--- src/core/ivm_pkg.sv ---
package ivm_pkg;
   localparam int NUM_VECTORS = 26;
   localparam int VEC_W = 5;
   localparam int DATA_W = 32;
   localparam int ADDR_W = 8;
   // Register byte offsets
   localparam logic [7:0] OFS_CONTROL = 8'h00;
   localparam logic [7:0] OFS_EVENT_FLAG = 8'h04;
   localparam logic [7:0] OFS_SOURCE_ENABLE = 8'h08;
   localparam logic [7:0] OFS_PENDING = 8'h0C;
   localparam logic [7:0] OFS_VECTOR = 8'h10;
   localparam logic [7:0] OFS_IRQ_STATUS = 8'h14;
   localparam logic [7:0] OFS_IRQ_CLEAR = 8'h18;
   localparam logic [7:0] OFS_IRQ_ENABLE = 8'h1C;
   // Control register fields
   localparam int CTL_GLOBAL_EN_BIT = 0;
   localparam int CTL_SPLIT_BIT = 1;
   localparam int CTL_W = 2;
   localparam logic [1:0] CTL_RESET = 2'h0;
   // Vector register fields
   localparam int VECREG_VALID_BIT = 8;
   localparam int VECREG_NMI_BIT = 9;
   // Vector numbers
   localparam int VEC_RESET = 0;
   localparam int VEC_NMI = 1;
   localparam int VEC_VLM = 2;
   localparam int VEC_PORT_A = 3;
   localparam int VEC_RTC_COUNTER_REQ = 6;
   localparam int VEC_PERIODIC_TIMER_REQ = 7;
   localparam int VEC_TA_OVF = 8;
   localparam int VEC_TA_HUNF = 9;
   localparam int VEC_TA_CMP0 = 10;
   localparam int VEC_TB = 13;
   localparam int VEC_TD_OVF = 14;
   localparam int VEC_TD_TRIG = 15;
   localparam int VEC_AC = 16;
   localparam int VEC_ADC_RES = 17;
   localparam int VEC_ADC_WCMP = 18;
   localparam int VEC_TWI_TGT = 19;
   localparam int VEC_TWI_CTL = 20;
   localparam int VEC_SPI = 21;
   localparam int VEC_SER_RXC = 22;
   localparam int VEC_SER_DRE = 23;
   localparam int VEC_SER_TXC = 24;
   localparam int VEC_NVM = 25;
   localparam logic [25:0] FLAG_RESET = 26'h0000000;
   localparam logic [25:0] ENABLE_RESET = 26'h0000000;
   // Block status events
   localparam int IRQ_W = 2;
   localparam int IRQ_NMI_BIT = 0;
   localparam int IRQ_REQ_BIT = 1;
   localparam logic [1:0] IRQ_RESET = 2'h0;
endpackage : ivm_pkg

--- src/core/interrupt_vector_mapper.sv ---
// Operation
// - Twenty-six vectors; vectors 1-25 each from one peripheral.
// - Peripheral condition sets its event flag.
// - Software-writable enable bit per source.
// - Request needs both enable and flag.
// - Request holds until flag is cleared.
// - Global enable gates every maskable request.
// - Vector 0 reset; vector 1 scan NMI.
// - Vectors 2-5: voltage monitor, port changes.
// - Vectors 6, 7: counter and periodic timer.
// - Vectors 8-12: timer A overflow, underflow, compares.
// - Vectors 13-16: timer B, timer D, comparator.
// - Vectors 17, 18: converter result, window.
// - Vectors 19-21: two-wire target, controller, serial.
// - Vectors 22-24: receive, data empty, transmit.
// - Vector 25: nonvolatile memory controller.
`timescale 1ns/100ps
module interrupt_vector_mapper (
   // Clock and reset
   input wire logic core_clk,
   input wire logic arst_n,
   // Wishbone slave
   input wire logic wb_cyc_i,
   input wire logic wb_stb_i,
   input wire logic wb_we_i,
   input wire logic [ivm_pkg::ADDR_W-1:0] wb_adr_i,
   input wire logic [3:0] wb_sel_i,
   input wire logic [ivm_pkg::DATA_W-1:0] wb_dat_i,
   output logic [ivm_pkg::DATA_W-1:0] wb_dat_o,
   output logic wb_ack_o,
   // Peripheral event pulses
   input wire logic scan_checksum_nonmaskable,
   input wire logic voltage_level_monitor_req,
   input wire logic port_a_pin_change_req,
   input wire logic port_b_pin_change_req,
   input wire logic port_c_pin_change_req,
   input wire logic rtc_counter_req,
   input wire logic periodic_timer_req,
   input wire logic timer_a_overflow,
   input wire logic timer_a_low_underflow,
   input wire logic timer_a_high_underflow,
   input wire logic timer_a_compare_0,
   input wire logic timer_a_compare_1,
   input wire logic timer_a_compare_2,
   input wire logic timer_b_req,
   input wire logic timer_d_overflow,
   input wire logic timer_d_trigger,
   input wire logic comparator_req,
   input wire logic converter_result_ready,
   input wire logic converter_window_compare,
   input wire logic two_wire_target_req,
   input wire logic two_wire_controller_req,
   input wire logic serial_peripheral_req,
   input wire logic serial_receive_complete,
   input wire logic serial_data_reg_empty,
   input wire logic serial_transmit_complete,
   input wire logic nonvolatile_ready_req,
   // Core request
   output logic core_req,
   output logic core_nmi,
   output logic [ivm_pkg::VEC_W-1:0] core_vector,
   // Block interrupt
   output logic irq
);
   localparam int NV = ivm_pkg::NUM_VECTORS;

   function automatic logic [ivm_pkg::VEC_W-1:0] first_active(input logic [NV-1:0] m);
      logic [ivm_pkg::VEC_W-1:0] v;
      v = '0;
      for (int i = NV - 1; i >= 0; i--) begin
         if (m[i]) begin
            v = ivm_pkg::VEC_W'(i);
         end
      end
      return v;
   endfunction : first_active

   function automatic logic [31:0] merge(input logic [31:0] old, input logic [31:0] wd,
                                         input logic [3:0] sel);
      logic [31:0] r;
      r = old;
      for (int b = 0; b < 4; b++) begin
         if (sel[b]) begin
            r[b*8 +: 8] = wd[b*8 +: 8];
         end
      end
      return r;
   endfunction : merge

   logic [ivm_pkg::CTL_W-1:0] control_r;
   logic [NV-1:0] event_flag_register_r;
   logic [NV-1:0] source_enable_register_r;
   logic [ivm_pkg::IRQ_W-1:0] irq_status_r;
   logic [ivm_pkg::IRQ_W-1:0] irq_enable_r;
   logic ack_r;
   logic [ivm_pkg::DATA_W-1:0] rdata_r;
   logic core_req_r;
   logic core_nmi_r;
   logic [ivm_pkg::VEC_W-1:0] core_vector_r;

   logic [NV-1:0] set_vec;
   logic [NV-1:0] flag_clr;
   logic [NV-1:0] pending;
   logic [NV-1:0] eligible;
   logic wr_go;
   logic rd_go;
   logic global_en;
   logic split_mode;
   logic [31:0] wdat_m;
   logic [ivm_pkg::DATA_W-1:0] rdata_nxt;
   logic [31:0] enable_m;
   logic [31:0] control_m;
   logic [31:0] irq_enable_m;

   assign global_en = control_r[ivm_pkg::CTL_GLOBAL_EN_BIT];
   assign split_mode = control_r[ivm_pkg::CTL_SPLIT_BIT];
   // A write commits on the edge where the master samples ack, as classic cycles expect
   assign wr_go = wb_cyc_i && wb_stb_i && ack_r && wb_we_i;
   assign rd_go = wb_cyc_i && wb_stb_i && !ack_r && !wb_we_i;
   assign wdat_m = merge(32'h00000000, wb_dat_i, wb_sel_i);
   // Byte-merged values for the read-write registers, sliced where they are stored
   assign enable_m = merge(32'(source_enable_register_r), wb_dat_i, wb_sel_i);
   assign control_m = merge(32'(control_r), wb_dat_i, wb_sel_i);
   assign irq_enable_m = merge(32'(irq_enable_r), wb_dat_i, wb_sel_i);

   // Vector wiring; vector 0 is reset and never carries a flag
   always_comb begin
      set_vec = '0;
      set_vec[ivm_pkg::VEC_NMI] = scan_checksum_nonmaskable;
      set_vec[ivm_pkg::VEC_VLM] = voltage_level_monitor_req;
      set_vec[ivm_pkg::VEC_PORT_A] = port_a_pin_change_req;
      set_vec[ivm_pkg::VEC_PORT_A + 1] = port_b_pin_change_req;
      set_vec[ivm_pkg::VEC_PORT_A + 2] = port_c_pin_change_req;
      set_vec[ivm_pkg::VEC_RTC_COUNTER_REQ] = rtc_counter_req;
      set_vec[ivm_pkg::VEC_PERIODIC_TIMER_REQ] = periodic_timer_req;
      // Split mode swaps the overflow source for the low-half underflow
      set_vec[ivm_pkg::VEC_TA_OVF] = split_mode ? timer_a_low_underflow
                                                : timer_a_overflow;
      set_vec[ivm_pkg::VEC_TA_HUNF] = timer_a_high_underflow;
      set_vec[ivm_pkg::VEC_TA_CMP0] = timer_a_compare_0;
      set_vec[ivm_pkg::VEC_TA_CMP0 + 1] = timer_a_compare_1;
      set_vec[ivm_pkg::VEC_TA_CMP0 + 2] = timer_a_compare_2;
      set_vec[ivm_pkg::VEC_TB] = timer_b_req;
      set_vec[ivm_pkg::VEC_TD_OVF] = timer_d_overflow;
      set_vec[ivm_pkg::VEC_TD_TRIG] = timer_d_trigger;
      set_vec[ivm_pkg::VEC_AC] = comparator_req;
      set_vec[ivm_pkg::VEC_ADC_RES] = converter_result_ready;
      set_vec[ivm_pkg::VEC_ADC_WCMP] = converter_window_compare;
      set_vec[ivm_pkg::VEC_TWI_TGT] = two_wire_target_req;
      set_vec[ivm_pkg::VEC_TWI_CTL] = two_wire_controller_req;
      set_vec[ivm_pkg::VEC_SPI] = serial_peripheral_req;
      set_vec[ivm_pkg::VEC_SER_RXC] = serial_receive_complete;
      set_vec[ivm_pkg::VEC_SER_DRE] = serial_data_reg_empty;
      set_vec[ivm_pkg::VEC_SER_TXC] = serial_transmit_complete;
      set_vec[ivm_pkg::VEC_NVM] = nonvolatile_ready_req;
   end

   assign flag_clr = (wr_go && wb_adr_i == ivm_pkg::OFS_EVENT_FLAG) ? wdat_m[NV-1:0] : '0;

   // A new event wins over a write-one clear in the same cycle
   always_ff @(posedge core_clk or negedge arst_n) begin
      if (!arst_n) begin
         event_flag_register_r <= ivm_pkg::FLAG_RESET;
      end else begin
         event_flag_register_r <= (event_flag_register_r & ~flag_clr) | set_vec;
      end
   end

   always_ff @(posedge core_clk or negedge arst_n) begin
      if (!arst_n) begin
         source_enable_register_r <= ivm_pkg::ENABLE_RESET;
      end else if (wr_go && wb_adr_i == ivm_pkg::OFS_SOURCE_ENABLE) begin
         // Vector 0 has no source, so its enable stays zero
         source_enable_register_r <= enable_m[NV-1:0] & ~26'h0000001;
      end
   end

   always_ff @(posedge core_clk or negedge arst_n) begin
      if (!arst_n) begin
         control_r <= ivm_pkg::CTL_RESET;
      end else if (wr_go && wb_adr_i == ivm_pkg::OFS_CONTROL) begin
         control_r <= control_m[ivm_pkg::CTL_W-1:0];
      end
   end

   assign pending = event_flag_register_r & source_enable_register_r;
   // The NMI bypasses the global enable; all others need it
   always_comb begin
      eligible = global_en ? pending : '0;
      eligible[ivm_pkg::VEC_NMI] = pending[ivm_pkg::VEC_NMI];
   end

   // Registered so the core sees a clean vector; one cycle of latency
   always_ff @(posedge core_clk or negedge arst_n) begin
      if (!arst_n) begin
         core_req_r <= 1'b0;
         core_nmi_r <= 1'b0;
         core_vector_r <= '0;
      end else begin
         core_req_r <= |eligible;
         core_nmi_r <= eligible[ivm_pkg::VEC_NMI];
         core_vector_r <= first_active(eligible);
      end
   end

   assign core_req = core_req_r;
   assign core_nmi = core_nmi_r;
   assign core_vector = core_vector_r;

   // Block events: NMI raised, any request (NMI included) newly presented
   always_ff @(posedge core_clk or negedge arst_n) begin
      if (!arst_n) begin
         irq_status_r <= ivm_pkg::IRQ_RESET;
      end else begin
         irq_status_r <= (irq_status_r & ~((wr_go && wb_adr_i == ivm_pkg::OFS_IRQ_CLEAR)
                         ? wdat_m[ivm_pkg::IRQ_W-1:0] : ivm_pkg::IRQ_RESET))
                         | {(|eligible) && !core_req_r, eligible[ivm_pkg::VEC_NMI] && !core_nmi_r};
      end
   end

   always_ff @(posedge core_clk or negedge arst_n) begin
      if (!arst_n) begin
         irq_enable_r <= ivm_pkg::IRQ_RESET;
      end else if (wr_go && wb_adr_i == ivm_pkg::OFS_IRQ_ENABLE) begin
         irq_enable_r <= irq_enable_m[ivm_pkg::IRQ_W-1:0];
      end
   end

   assign irq = |(irq_status_r & irq_enable_r);

   always_comb begin
      unique case (wb_adr_i)
         ivm_pkg::OFS_CONTROL: rdata_nxt = 32'(control_r);
         ivm_pkg::OFS_EVENT_FLAG: rdata_nxt = 32'(event_flag_register_r);
         ivm_pkg::OFS_SOURCE_ENABLE: rdata_nxt = 32'(source_enable_register_r);
         ivm_pkg::OFS_PENDING: rdata_nxt = 32'(pending);
         ivm_pkg::OFS_VECTOR: rdata_nxt = 32'(core_vector_r)
                                        | (32'(core_req_r) << ivm_pkg::VECREG_VALID_BIT)
                                        | (32'(core_nmi_r) << ivm_pkg::VECREG_NMI_BIT);
         ivm_pkg::OFS_IRQ_STATUS: rdata_nxt = 32'(irq_status_r);
         ivm_pkg::OFS_IRQ_ENABLE: rdata_nxt = 32'(irq_enable_r);
         default: rdata_nxt = 32'h00000000;
      endcase
   end

   // Every access, mapped or not, is acknowledged one cycle after the strobe
   always_ff @(posedge core_clk or negedge arst_n) begin
      if (!arst_n) begin
         ack_r <= 1'b0;
         rdata_r <= '0;
      end else begin
         ack_r <= wb_cyc_i && wb_stb_i && !ack_r;
         if (rd_go) begin
            rdata_r <= rdata_nxt;
         end
      end
   end

   assign wb_ack_o = ack_r;
   assign wb_dat_o = rdata_r;
endmodule : interrupt_vector_mapper

--- config.mk ---
export PLATFORM = sky130hd
export DESIGN_NAME = interrupt_vector_mapper
export DESIGN_NICKNAME = d
export VERILOG_FILES = /design/src/core/ivm_pkg.sv /design/src/core/interrupt_vector_mapper.sv
export SDC_FILE = /design/constraint.sdc
export NUM_CORES = 1
export LEC_CHECK = 0
export ABC_AREA = 0
export BUFFER_PORTS_ARGS = -buffer_cell sky130_fd_sc_hd__buf_2
export CORE_MARGIN = 2
export CORE_UTILIZATION = 55
export DETAILED_ROUTE_END_ITERATION = 12
export GPL_TIMING_DRIVEN = 0
export PLACE_DENSITY = 0.85
export SYNTH_ARGS = -nofsm -noshare
export SYNTH_HDL_FRONTEND = slang
export SYNTH_SLANG_ARGS = --single-unit
--- constraint.sdc ---
create_clock -name core_clk -period 4.6 [get_ports core_clk]
set_clock_uncertainty 0.15 [all_clocks]
set_input_delay 0 -clock core_clk [delete_from_list [all_inputs] [get_ports core_clk]]
set_output_delay 0 -clock core_clk [all_outputs]
set_load 0.02 [all_outputs]
# --- Word level (Yosys, flattened, before mapping) ---
# Index checks and enable logic that the tools add are counted.
# Widths: inputs -> output; s select.
classes:
  n_reduce_logical: 25
  n_bitwise: 10
  n_mux: 35
  n_eq_ne: 7
op_table:
  columns: ["cell", "count"]
  rows:
  - ["$pmux 26 s7", 1]
  - ["$mux 5", 26]
  - ["$and 26x26->26", 2]
  - ["$mux 26", 2]
  - ["$eq 8x5->1 const B", 4]
  - ["$not 26->26", 1]
  - ["$or 26x26->26", 1]
  - ["$reduce_or 26->1", 1]
  - ["$mux 8", 3]
  - ["$eq 8x4->1 const B", 2]
  - ["$logic_and 1x1->1", 12]
  - ["$reduce_and 2->1", 6]
  - ["$or 9x10->10", 1]
  - ["$or 5x9->9", 1]
  - ["$eq 8x3->1 const B", 1]
  - ["$logic_not 8->1", 1]
  - ["$and 2x2->2", 2]
  - ["$logic_not 1->1", 4]
  - ["$mux 2", 2]
  - ["$not 2->2", 1]
  - ["$or 2x2->2", 1]
  - ["$reduce_or 2->1", 1]
  - ["$mux 1", 1]
totals:
  register_bits: 97
  output_inout_bits: 41
  wordCells: 90

# --- Longest topological paths before layout ---
# Gate-level depths: netlist of run 1.
logic_depth:
  depth_word: 28
  depth_mapped: 7

# --- Least setup slack after synthesis of run 1 ---
# OpenSTA, ideal clock, no wires.
synth_path:
  path_kind: "flip-flop to flip-flop"
  from: "reg ack_r (netlist: wb_ack_o)"
  to: "reg event_flag_register_r[8]"
  n_path_buf: 1
  required_ns: 4.324
  setup_slack_ns: 2.616
  arrival_time_ns: 1.708
  setup_ns: 0.126
  stages_incl_launch_ff: 7
  path_cell_list: "dfrtp_1 > and4_1 > clkbuf_1 > nand4_1 > nor2_1 > nand2_1 > a221o_1"
synth_via:
  elab_chain_len: 7
synth_rtl:
  columns: ["item", "line", "rtl"]
  rows:
  - ["start: declaration", "interrupt_vector_mapper.sv:95", "logic ack_r;"]
  - ["start signal: assignment", "interrupt_vector_mapper.sv:252", "ack_r <= wb_cyc_i && wb_stb_i && !ack_r;"]
  - ["$logic_and 1x1->1 (2 in a row)", "interrupt_vector_mapper.sv:118", "assign wr_go = wb_cyc_i && wb_stb_i && ack_r && wb_we_i;"]
  - ["$logic_and 1x1->1", "interrupt_vector_mapper.sv:158", "assign flag_clr = (wr_go && wb_adr_i == ivm_pkg::OFS_EVENT_FLAG) ? wdat_m[NV-1:0] : '0;"]
  - ["$mux 26", "interrupt_vector_mapper.sv:158", null]
  - ["$not 26->26", "interrupt_vector_mapper.sv:165", "event_flag_register_r <= (event_flag_register_r & ~flag_clr) | set_vec;"]
  - ["$and 26x26->26", "interrupt_vector_mapper.sv:165", null]
  - ["$or 26x26->26", "interrupt_vector_mapper.sv:165", null]
  - ["end signal: assignment", "interrupt_vector_mapper.sv:163", "event_flag_register_r <= ivm_pkg::FLAG_RESET;"]
  - ["end signal: assignment", "interrupt_vector_mapper.sv:165", null]
  - ["end: declaration", "interrupt_vector_mapper.sv:91", "logic [NV-1:0] event_flag_register_r;"]
# No other way between the ends.
# A chain may end at the register's enable or synchronous reset.

# --- Worst setup path in the final report of run 1 ---
# Ends and elaborated chain as after synthesis.

==> impl_results.md, run 1 <==
- Outcome: complete, but fails checks
- Failing checks: negative hold slack
- WP data arrival: 3.10 ns
- Syn Inst Count: 408
- P_leak: 2.67 nW
- Power Density: 266 nW/µm²
- Average via count per standard cell: 6.03
- Final net count: 685
- Total number of H-tree levels: 3
- Post-synthesis sequential area ratio: 0.532
- Number of port buffers: 101
- YS warnings: 0
- Starting DRT DRC Count: 564
- CP Max Fanout: 8
- Core area: 7650 µm²
- Synthesized cell area: 4280 µm²
- Fill count: 483
- Cell taking the most area after synthesis: dfrtp_1
- Most frequent cells in the layout: buf_2 (101), dfrtp_1 (91), dlygate4sd3_1 (84), nand2_1 (82), mux2_2 (28)
- Post-cts sizing count: 0
- Setup TNS Final: 0 ns
- DP Wirelength: ~8.2 mm
- Non-Filler Instances: 716
- Routed vias: 4316
- CP Launch Type: flop
- Final Max Tran Viols: 0
- Area Growth Syn to Fin: 40.9%
- Post-synth EDFFs: 0
- Clock sinks: 91
- WHS: -0.00290 ns
- Max-cap violations: 0
- CP Class: reg -> reg
- Hold Crit Class: in -> async
- Vert. Die Dim: 92.2 µm
- Die width: ~92 µm
- First-pass GRT wire length: 22.0 mm
- # diodes: 0
- Max clock buf depth: 2
- Clock edge transition at the registers on the reported setup and hold paths: 0.09 ns
- GR Util All Layers: 0.335
- GPL Wtd Cong: 0.854
- Least-Margin Pin Slew: around 0.74 ns
- WL/cell: approximately 19 µm
- Vias in the first global route: 4315
- Total grt overflow: 0
- Initial Utilization: 0.560
- CTS buffer count: 9
- Cell variety after synth: 55
- Ys async rst share: 1.00
- Routed wire length: 13.6 mm
- Worst-Skew Late Latency: 0.38 ns
- Root Buffer: clkbuf_8
- #FFs+latches synth: 91
- Dpl cells: 617
- CTS tree: yes
- Tmin final: 3.00 ns
- Fmax: between 300 and 400 MHz
- Final design utilization: 0.789
- Setup crit end kind: flop
- Io pins: 116
- Remaining antenna violation count: 0
- Multi-input logic area: ~1900 µm²
- Final setup viols: 0
- Residual DRC count: 0
- Tcrit/Tclk final: 0.651
- Most used DFF post-synth: dfrtp_1
- Commonest non-fill, non-tap cell in the layout: buf_2
- Register Area: approximately 2300 µm²
- Top cell type's share of synthesized area: 0.532
- Peak supply drop: 173 µV
- Largest net degree at the start of global routing: 50
- Pre-Repair DR Iteration Count: 7
- Die area: 8510 µm²
- RSZ-0062 raised after global routing: false
- Mean Syn Cell Area: 10.5 µm²
- Final-report hold violation count: 3
- Share of layout cells above drive strength 1: 0.272
- Initial antenna violation count: 0
- Rows: 32
- Worst EP required: ~4.7 ns
- Relative slew slack: 0.508
- Synth top area cells: dfrtp_1 (53%), mux2_2 (7.4%), nand2_1 (7.2%)
-- cell families after synthesis --
kind of cell	Yosys count	share of synthesized area
multiplexers	32	0.0833
other	1	0.000876
buffers and inverters	25	0.0298
AND/OR/NAND/NOR	130	0.138
AO/OA/AOI/OAI	129	0.217
flip-flops	91	0.532
-- metal layers --
layer | part of all wire | global-route usage
met3 | 0.093 | 0.0698
met5 | 0 | 0
met4 | 0.041 | 0.139
met1 | 0.38 | 0.422
met2 | 0.49 | 0.565
-- flip-flops by register name, summed over array words and instances, names as in the netlist --
| signal | count |
|---|---|
| source_enable_register_r | 25 |
| irq_enable_r | 2 |
| event_flag_register_r | 26 |
| core_nmi | 1 |
| control_r | 2 |
| core_req | 1 |
| wb_ack_o | 1 |
| irq_status_r | 2 |
| wb_dat_o | 26 |
| core_vector | 5 |
-- worst paths after layout --
check	start	to	slack, ns	cells past startpoint
max	wb_ack_o	event_flag_register_r[8]	1.60	7
min	arst_n	event_flag_register_r[17]	-0.003	2
max reg2reg	wb_ack_o	event_flag_register_r[8]	1.60	7
min reg2reg	wb_ack_o	wb_ack_o	0.31	1
max in group asynchronous	arst_n	control_r[0]	3.67	3
min in group core_clk	wb_adr_i[0]	wb_dat_o[0]	0	6
-- cells in the mapped netlist (2+ instances only) --
cell	count
nand2_1	82
a22oi_1	4
mux2i_1	3
buf_4	6
nor2_2	2
clkbuf_1	11
a21boi_0	4
a32o_1	2
nand4_1	6
nor2b_1	3
o31a_1	5
a21o_1	23
dfrtp_1	91
a21oi_1	7
and2_1	3
a22o_1	6
a22o_2	5
nor2_1	12
o21ai_0	12
a22o_4	2
nand3b_1	3
inv_1	3
nand3_1	9
a31oi_1	2
mux2_2	28
o21ai_1	18
a32oi_1	3
o22ai_1	25
nand2b_1	2
-- where the power goes --
group          internal (W)  switching [W]  total, W
Combinational     0.0000740      0.0000790  0.000153
Clock              0.000357       0.000293  0.000651
Sequential         0.000802     0.00000230  0.000805
-- critical path: stages, from the launching register on --
cell	delay, ns
dfrtp_1	0.37
and4_1	0.19
clkbuf_1	0.22
nand4_1	0.26
nor2_1	0.65
nand2_1	0.15
a221o_1	0.31
dlygate4sd3_1	0.56
-- stage by stage --
step	setup slack (ns)	hold WS, ns	area (µm²)	total power, W
2_1_floorplan	2.62	-0.446	4300	0.000864
5_1_grt	1.47	0.0226	6040	0.00165
3_5_place_dp	2.27	-0.119	4960	0.000931
4_1_cts	1.64	0.000601	6040	0.00159
3_3_place_gp	2.20	0.0281	4930	0.000926
6_report	1.60	-0.00290	6040	0.00161
-- what timing repair did --
item                       4_1_cts  5_1_grt
hold buffers                    84        0
setup endpoints to repair        0        0
buffers inserted                 0        0
hold endpoints to repair       151        0
-- cell type report --
class | count | share of cell area
Inverter | 5 | 0.00311
Buffer | 20 | 0.0180
Clock inverter | 5 | 0.0170
Timing Repair Buffer | 186 | 0.228
Multi-Input combinational cell | 297 | 0.314
Sequential cell | 91 | 0.377
Tap cell | 102 | 0.0211
Clock buffer | 10 | 0.0211
No activity file was read; power rests on OpenSTA's default activity.
==> run 2: changes to the inputs <==
Settings changed: ABC_AREA 0 to 1, CORE_UTILIZATION 55 to 53, PLACE_DENSITY 0.85 to 0.82.
Clock period 4.6 ns to 2.94 ns, I/O delays scaled along.
==> run 2 against run 1 <==
The run now ends clean. Synthesized cell count grew 39%. Global-route usage shrank 1.7 points. Power grew 44%. Non-clock buffer count grew 19. First-iteration DRC count shrank 28%. Die area grew 7.9%. Clock power grew 31%. Cell count grew 25%. Via count grew 13%. Flip-flop and latch count is the same. Register-to-register slack lost 1.4 ns. Core utilization shrank 1.3 points. Largest power group unchanged.
==> impl_results.md, run 2 <==
- WHS: 0.0152 ns (+0.0181 ns)
- Residual DRC count: 0 (unchanged)
- Pre-CTS WS: 0.723 ns (-1.54 ns)
- #FFs+latches synth: 91 (unchanged)
- Ys async rst share: 1.00 (unchanged)
- Critical Path Max Stage Delay: 0.59 ns (-0.06 ns)
- Post-synthesis sequential area ratio: 0.510 (-0.0219)
- Worst Hold Path Cells: 6
- CP Launch Type: flop
- GPL Wtd Cong: 0.856 (+0.20%)
- GR Util All Layers: 0.319 (-0.0166)
- Syn Inst Count: 568 (+39%)
- CP Max Fanout: 7 (-1)
- CP Class: reg -> reg
- Worst-Skew Late Latency: 0.36 ns (-0.02 ns)
- Least-Margin Pin Slew: 1.04 ns (+0.303 ns)
- Peak supply drop: 262 µV (+51%)
- Family with the most delay on the worst path: simple AND/OR/NAND/NOR gates
- Mean Syn Cell Area: 7.86 µm² (-25%)
- Total power: 0.00232 W (+44%)
- Setup bufs post-CTS: 0 (unchanged)
- Max clock buf depth: 2 (unchanged)
- First-pass GRT wire length: 22.4 mm (+1.7%)
- Remaining antenna violation count: 0 (unchanged)
- Setup crit end kind: flop
- Number of port buffers: 103 (+2.0%)
- Total number of H-tree levels: 3 (unchanged)
- Power Density: 366 nW/µm² (+37%)
- Final-report hold violation count: 0 (-3)
- Clock edge transition at the registers on the reported setup and hold paths: 0.09 ns (about the same)
- Synthesized cell area: 4470 µm² (+4.3%)
- Cell variety after synth: 32 (-42%)
- Core area: 8180 µm² (+6.9%)
- Fmax: 363 MHz (+8.7%)
- Max-cap violations: 0 (unchanged)
- DP Wirelength: 8.62 mm (+4.8%)
- R2R cell count: 8 (+1)
- P_leak: 3.29 nW (+23%)
- CTS tree: yes
- WL/cell: 15.6 µm (-18%)
- Hold Crit Class: in -> reg
- Tcrit/Tclk final: 0.937 (+0.286)
- YS warnings: 0 (unchanged)
- Root Buffer: clkbuf_8
- RSZ-0062 raised after global routing: false
- Io pins: 116 (unchanged)
- Reg-to-reg setup timing slack: 0.18 ns (-1.42 ns)
- Routed wire length: 14.0 mm (+2.6%)
- Pre-Repair DR Iteration Count: 5 (-2)
- RR Startpoint: wb_ack_o
- Die width: 95.8 µm (+3.9%)
- Routed vias: 4892 (+13%)
- Vias in the first global route: 4897 (+13%)
- Clock sinks: 91 (unchanged)
- Top cell type's share of synthesized area: 0.510 (-0.0219)
- Tmin final: 2.76 ns (-0.240 ns)
- Most frequent cells in the layout: nand2_1 (176), buf_2 (105), dlygate4sd3_1 (98), dfrtp_1 (91), o21ai_1 (71)
- Final worst slack: 0.184 ns (-1.42 ns)
- Slowest CP cell: dlygate4sd3_1
- Total grt overflow: 0 (unchanged)
- Die area: 9180 µm² (+7.9%)
- Hold_sp: wb_we_i
- Area Growth Syn to Fin: 42.0%
- Worst EP required: 3.03 ns (-1.67 ns)
- Final net count: 861 (+26%)
- Post-synth EDFFs: 0 (unchanged)
- Relative slew slack: 0.303 (-0.205)
- Initial antenna violation count: 0 (unchanged)
- Final setup viols: 0 (unchanged)
- Final Max Tran Viols: 0 (unchanged)
- Commonest cells in the netlist: nand2_1 (176), dfrtp_1 (91), o21ai_1 (71)
- Starting DRT DRC Count: 406 (-28%)
- CTS buffer count: 9 (unchanged)
- Commonest non-fill, non-tap cell in the layout: nand2_1
- Synth top area cells: dfrtp_1 (51%), nand2_1 (15%), o21ai_1 (8.0%)
- Initial Utilization: 0.546 (-0.0137)
- Final design utilization: 0.776 (-0.0135)
- Vert. Die Dim: 95.8 µm (+3.9%)
- Min-Delay Endpoint: irq_status_r[0]
- WP data arrival: 2.85 ns (-0.25 ns)
- # diodes: 0 (unchanged)
- Rows: 33 (+3.1%)
- Most frequent cell after synthesis: nand2_1
- Share of layout cells above drive strength 1: 0.185 (-0.0874)
- Average via count per standard cell: 5.46 (-9.4%)
- Cell taking the most area after synthesis: dfrtp_1
- CP bufs+invs: 3 (+1)
- Setup TNS Final: 0 ns (unchanged)
- Cell Chain, Critical Path: inv_1 -> nor3_1 -> inv_2 -> nor2_2 -> nand2_1 -> o21ai_1 -> o211ai_1 -> dlygate4sd3_1
- Most used DFF post-synth: dfrtp_1
- Worst r2r dst: event_flag_register_r[8]
- Outcome: complete, no violations
- Largest net degree at the start of global routing: 75 (+50%)
[run 2: cell count changes in the layout (fill, tap and decap cells not counted), sizes merged, moves of 22 or more]
| cell | change |
|---|---|
| nand2 | +94 |
| o21ai | +43 |
| a21o | -22 |
| mux2 | -28 |
| inv | +72 |
| nand3 | +27 |
[run 2: cells by family (layout without fill, tap and decap cells)]
logic type             count (synthesis)  after routing  synth area share
muxes                                  1              1           0.00252
and+or+nand+nor                      255            255             0.236
buffers and inverters                100            318            0.0922
DFF                                   91             91             0.510
AOI/OAI and AO/OA                    120            120             0.159
other                                  1              6          0.000840
[run 2: area by class of cell]
cell class                 count  area, µm²
buffer                        23        120
tap                          105        131
fill                         539       1830
clock buffer                  11        141
inverter                      77        292
multi-input combinational    382       1800
sequential                    91       2280
clock inverter                 5       52.6
timing repair buffer         202       1530
[run 2: per-layer routing]
layer / GRT usage / vias up / routed length [µm]
met1: 0.389 / 2228 / 5240
met5: 0 / - / 0
li1: - / 2270 / -
met2: 0.537 / 307 / 6810
met3: 0.0454 / 87 / 1160
met4: 0.188 / 0 / 767
[run 2: metrics by stage]
stage | std cells | cell area (µm²)
3_5_place_dp | 782 | 5160
5_1_grt | 896 | 6340
6_report | 896 | 6340
3_3_place_gp | 781 | 5130
4_1_cts | 896 | 6340
2_1_floorplan | 573 | 4490
[run 2: where the power goes]
part	leakage (nW)	internal, W	switching, W	total [W]
Combinational	2.07	0.000106	0.000105	0.000211
Clock	0.0991	0.000413	0.000440	0.000852
Sequential	1.13	0.00125	0.00000273	0.00126
[run 2: worst min-delay path, stage by stage]
cell     delay, ns
buf_2         0.10
inv_2         0.04
nor3_1        0.06
nand3_1       0.11
nor3_1        0.06
o22ai_1       0.10
[run 2: worst max-delay path by stage]
stage	depth (start not counted)	end	start
final	8	event_flag_register_r[8]	wb_ack_o
after global routing	8	event_flag_register_r[8]	wb_ack_o
after CTS	8	event_flag_register_r[8]	wb_ack_o
after detailed placement	7	event_flag_register_r[8]	wb_ack_o
after global placement	7	event_flag_register_r[8]	wb_ack_o
after floorplan	27	core_vector[0]	control_r[0]
[run 2: what timing repair did]
action                                  in CTS  in global routing
endpoints found under the setup margin       0                 21
endpoints found under the hold margin      149                  0
hold buffers                                98                  0
gates resized for setup                      0                  2
==> run 3: changes to the inputs <==
--- a/config.mk
+++ b/config.mk
@@ -12,4 +12,5 @@
 export DETAILED_ROUTE_END_ITERATION = 12
 export GPL_TIMING_DRIVEN = 0
+export HOLD_SLACK_MARGIN = 0.06
 export PLACE_DENSITY = 0.82
 export SYNTH_ARGS = -nofsm -noshare
==> constraint.sdc (replaced) <==
create_clock -name core_clk -period 2.94 [get_ports core_clk]
set_clock_uncertainty 0.15 [all_clocks]
set_input_delay 0.735 -clock core_clk [delete_from_list [all_inputs] [get_ports core_clk]]
set_output_delay 0.735 -clock core_clk [all_outputs]
set_load 0.02 [all_outputs]
==> run 3 against run 2 <==
Count of clock-buffer cells in the layout unchanged. Die area unchanged. Core utilization down 12 points. Combinational power down 31%. Non-clock buffer count down 98. Routed wire length down 17%. Critical path type is now in -> reg. Design area down 16%. Largest cell class unchanged. Worst setup slack better by 0.036 ns. Via count down 12%. Sequential power about the same. Sequential share of layout area up 6.6 points.
==> impl_results.md, run 3 (synthesized netlist as in run 2, its figures left out) <==
- # diodes: 0 (unchanged)
- Total grt overflow: 0 (unchanged)
- CTS tree: yes
- R2R cell count: 7 (-1)
- Cts hold-fix bufs: 0 (-100%)
- GR Util All Layers: 0.268 (-0.0506)
- CP Class: in -> reg
- Residual DRC count: 0 (unchanged)
- Area Growth Syn to Fin: 19.9%
- Outcome: complete, no violations
- Final-report hold violation count: 0 (unchanged)
- WP data arrival: 2.79 ns (-0.06 ns)
- Average via count per standard cell: 5.38 (-1.5%)
- CP Launch Type: input port
- Final Max Tran Viols: 0 (unchanged)
- Peak supply drop: 254 µV (-3.1%)
- Power Density: 418 nW/µm² (+14%)
- Fill count: 690 (+28%)
- Final net count: 763 (-11%)
- Vias in the first global route: 4199 (-14%)
- Commonest non-fill, non-tap cell in the layout: nand2_1
- CP Launch Point: wb_adr_i[5]
- Rows: 33 (unchanged)
- Max clock buf depth: 2 (unchanged)
- Io pins: 116 (unchanged)
- Core area: 8180 µm² (unchanged)
- Die width: 95.8 µm (unchanged)
- Final design utilization: 0.655 (-0.121)
- Largest net degree at the start of global routing: 75 (unchanged)
- Gate power share: 0.065 (-0.026)
- Fmax: 368 MHz (+1.3%)
- Final setup viols: 0 (unchanged)
- Vert. Die Dim: 95.8 µm (unchanged)
- P_sw: 0.000515 W (-5.9%)
- Tmin final: 2.72 ns (-0.0357 ns)
- Least-Margin Pin Slew: 0.968 ns (-0.0701 ns)
- Number of port buffers: 103 (unchanged)
- Hold Crit Class: in -> async
- Routed vias: 4290 (-12%)
- Initial Utilization: 0.546 (unchanged)
- P_leak: 2.91 nW (-12%)
- Sequential share of power: 0.562 (+0.020)
- DP Wirelength: 8.62 mm (unchanged)
- Setup TNS Final: 0 ns (unchanged)
- Die area: 9180 µm² (unchanged)
- Remaining antenna violation count: 0 (unchanged)
- Pre-Repair DR Iteration Count: 5 (unchanged)
- Sw frac: 0.230 (-0.00572)
- Worst-Skew Late Latency: 0.35 ns (about the same)
- Clock sinks: 91 (unchanged)
- Pint: 0.00172 W (-2.9%)
- Reg-to-reg setup timing slack: 0.57 ns (+0.39 ns)
- Starting DRT DRC Count: 260 (-36%)
- Worst EP required: 3.01 ns (-0.02 ns)
- Clock edge transition at the registers on the reported setup and hold paths: 0.09 ns (about the same)
- Routed wire length: 11.7 mm (-17%)
- Post-cts sizing count: 0 (unchanged)
- RSZ-0062 raised after global routing: false
- Tcrit/Tclk final: 0.925 (-0.0121)
- RR Startpoint: wb_ack_o
- Critical path capture point: event_flag_register_r[8]
- Relative slew slack: 0.350 (+0.0471)
- Total number of H-tree levels: 3 (unchanged)
- Root Buffer: clkbuf_8
- CTS buffer count: 9 (unchanged)
- Most frequent cells in the layout: nand2_1 (176), buf_2 (105), dfrtp_1 (91), o21ai_1 (71), inv_1 (68)
- First-pass GRT wire length: 19.0 mm (-15%)
- Setup bufs post-CTS: 0 (unchanged)
- Clk pwr share: 0.373 (+0.006)
- GPL Wtd Cong: 0.856 (unchanged)
- Worst r2r dst: event_flag_register_r[8]
- Share of layout cells above drive strength 1: 0.208 (+0.0232)
- Setup crit end kind: flop
- CP Max Fanout: 7 (unchanged)
- WL/cell: 14.6 µm (-6.4%)
- Initial antenna violation count: 0 (unchanged)
- Max-cap violations: 0 (unchanged)
[run 3: final cells by class]
| type | instances | area, µm² | share of cell area |
|---|---|---|---|
| Sequential cell | 91 | 2280 | 0.425 |
| Multi-Input combinational cell | 382 | 1800 | 0.335 |
| Timing Repair Buffer | 104 | 546 | 0.102 |
| Inverter | 77 | 292 | 0.0544 |
| Clock buffer | 11 | 141 | 0.0264 |
| Tap cell | 105 | 131 | 0.0245 |
| Buffer | 23 | 120 | 0.0224 |
| Clock inverter | 5 | 52.6 | 0.00981 |
[run 3: routing by layer]
| metal | wire [µm] | up-vias | global-route usage |
|---|---|---|---|
| met2 | 5590 | 221 | 0.442 |
| met3 | 996 | 35 | 0.0478 |
| li1 | - | 2063 | - |
| met1 | 4710 | 1971 | 0.345 |
| met4 | 359 | 0 | 0.124 |
| met5 | 0 | - | 0 |
[run 3: critical path: stages]
cell      delay [ns]
buf_2           0.10
nor3_1          0.23
inv_2           0.06
nor2_2          0.16
nand2_1         0.19
nor2_1          0.55
nand2_1         0.35
o21ai_1         0.28
o211ai_1        0.13
[run 3: worst min path at each step]
stage | end | depth (start not counted)
CTS | source_enable_register_r[7] | 1
global placement | wb_ack_o | 1
floorplan | control_r[0] | 0
finish | source_enable_register_r[7] | 1
global route | event_flag_register_r[15] | 1
detailed placement | wb_ack_o | 1
[run 3: metrics by stage]
step	instances	power [W]	instance area [µm²]	hold WS, ns	setup slack, ns
6_report	798	0.00224	5360	0.100	0.220
5_1_grt	798	0.00232	5360	0.104	0.0640
4_1_cts	798	0.00225	5360	0.0968	0.369
3_5_place_dp	782	0.00143	5160	0.311	0.0324
3_3_place_gp	781	0.00142	5130	0.291	0.0806
2_1_floorplan	573	0.00134	4490	0.289	0.758
[run 3: power by group through the flow]
stage	registers, W	logic, W	clock network (W)
3_3_place_gp	0.00128	0.000138	0
2_1_floorplan	0.00129	0.0000502	0
5_1_grt	0.00126	0.000164	0.000900
4_1_cts	0.00126	0.000146	0.000848
6_report	0.00126	0.000145	0.000835
3_5_place_dp	0.00128	0.000145	0
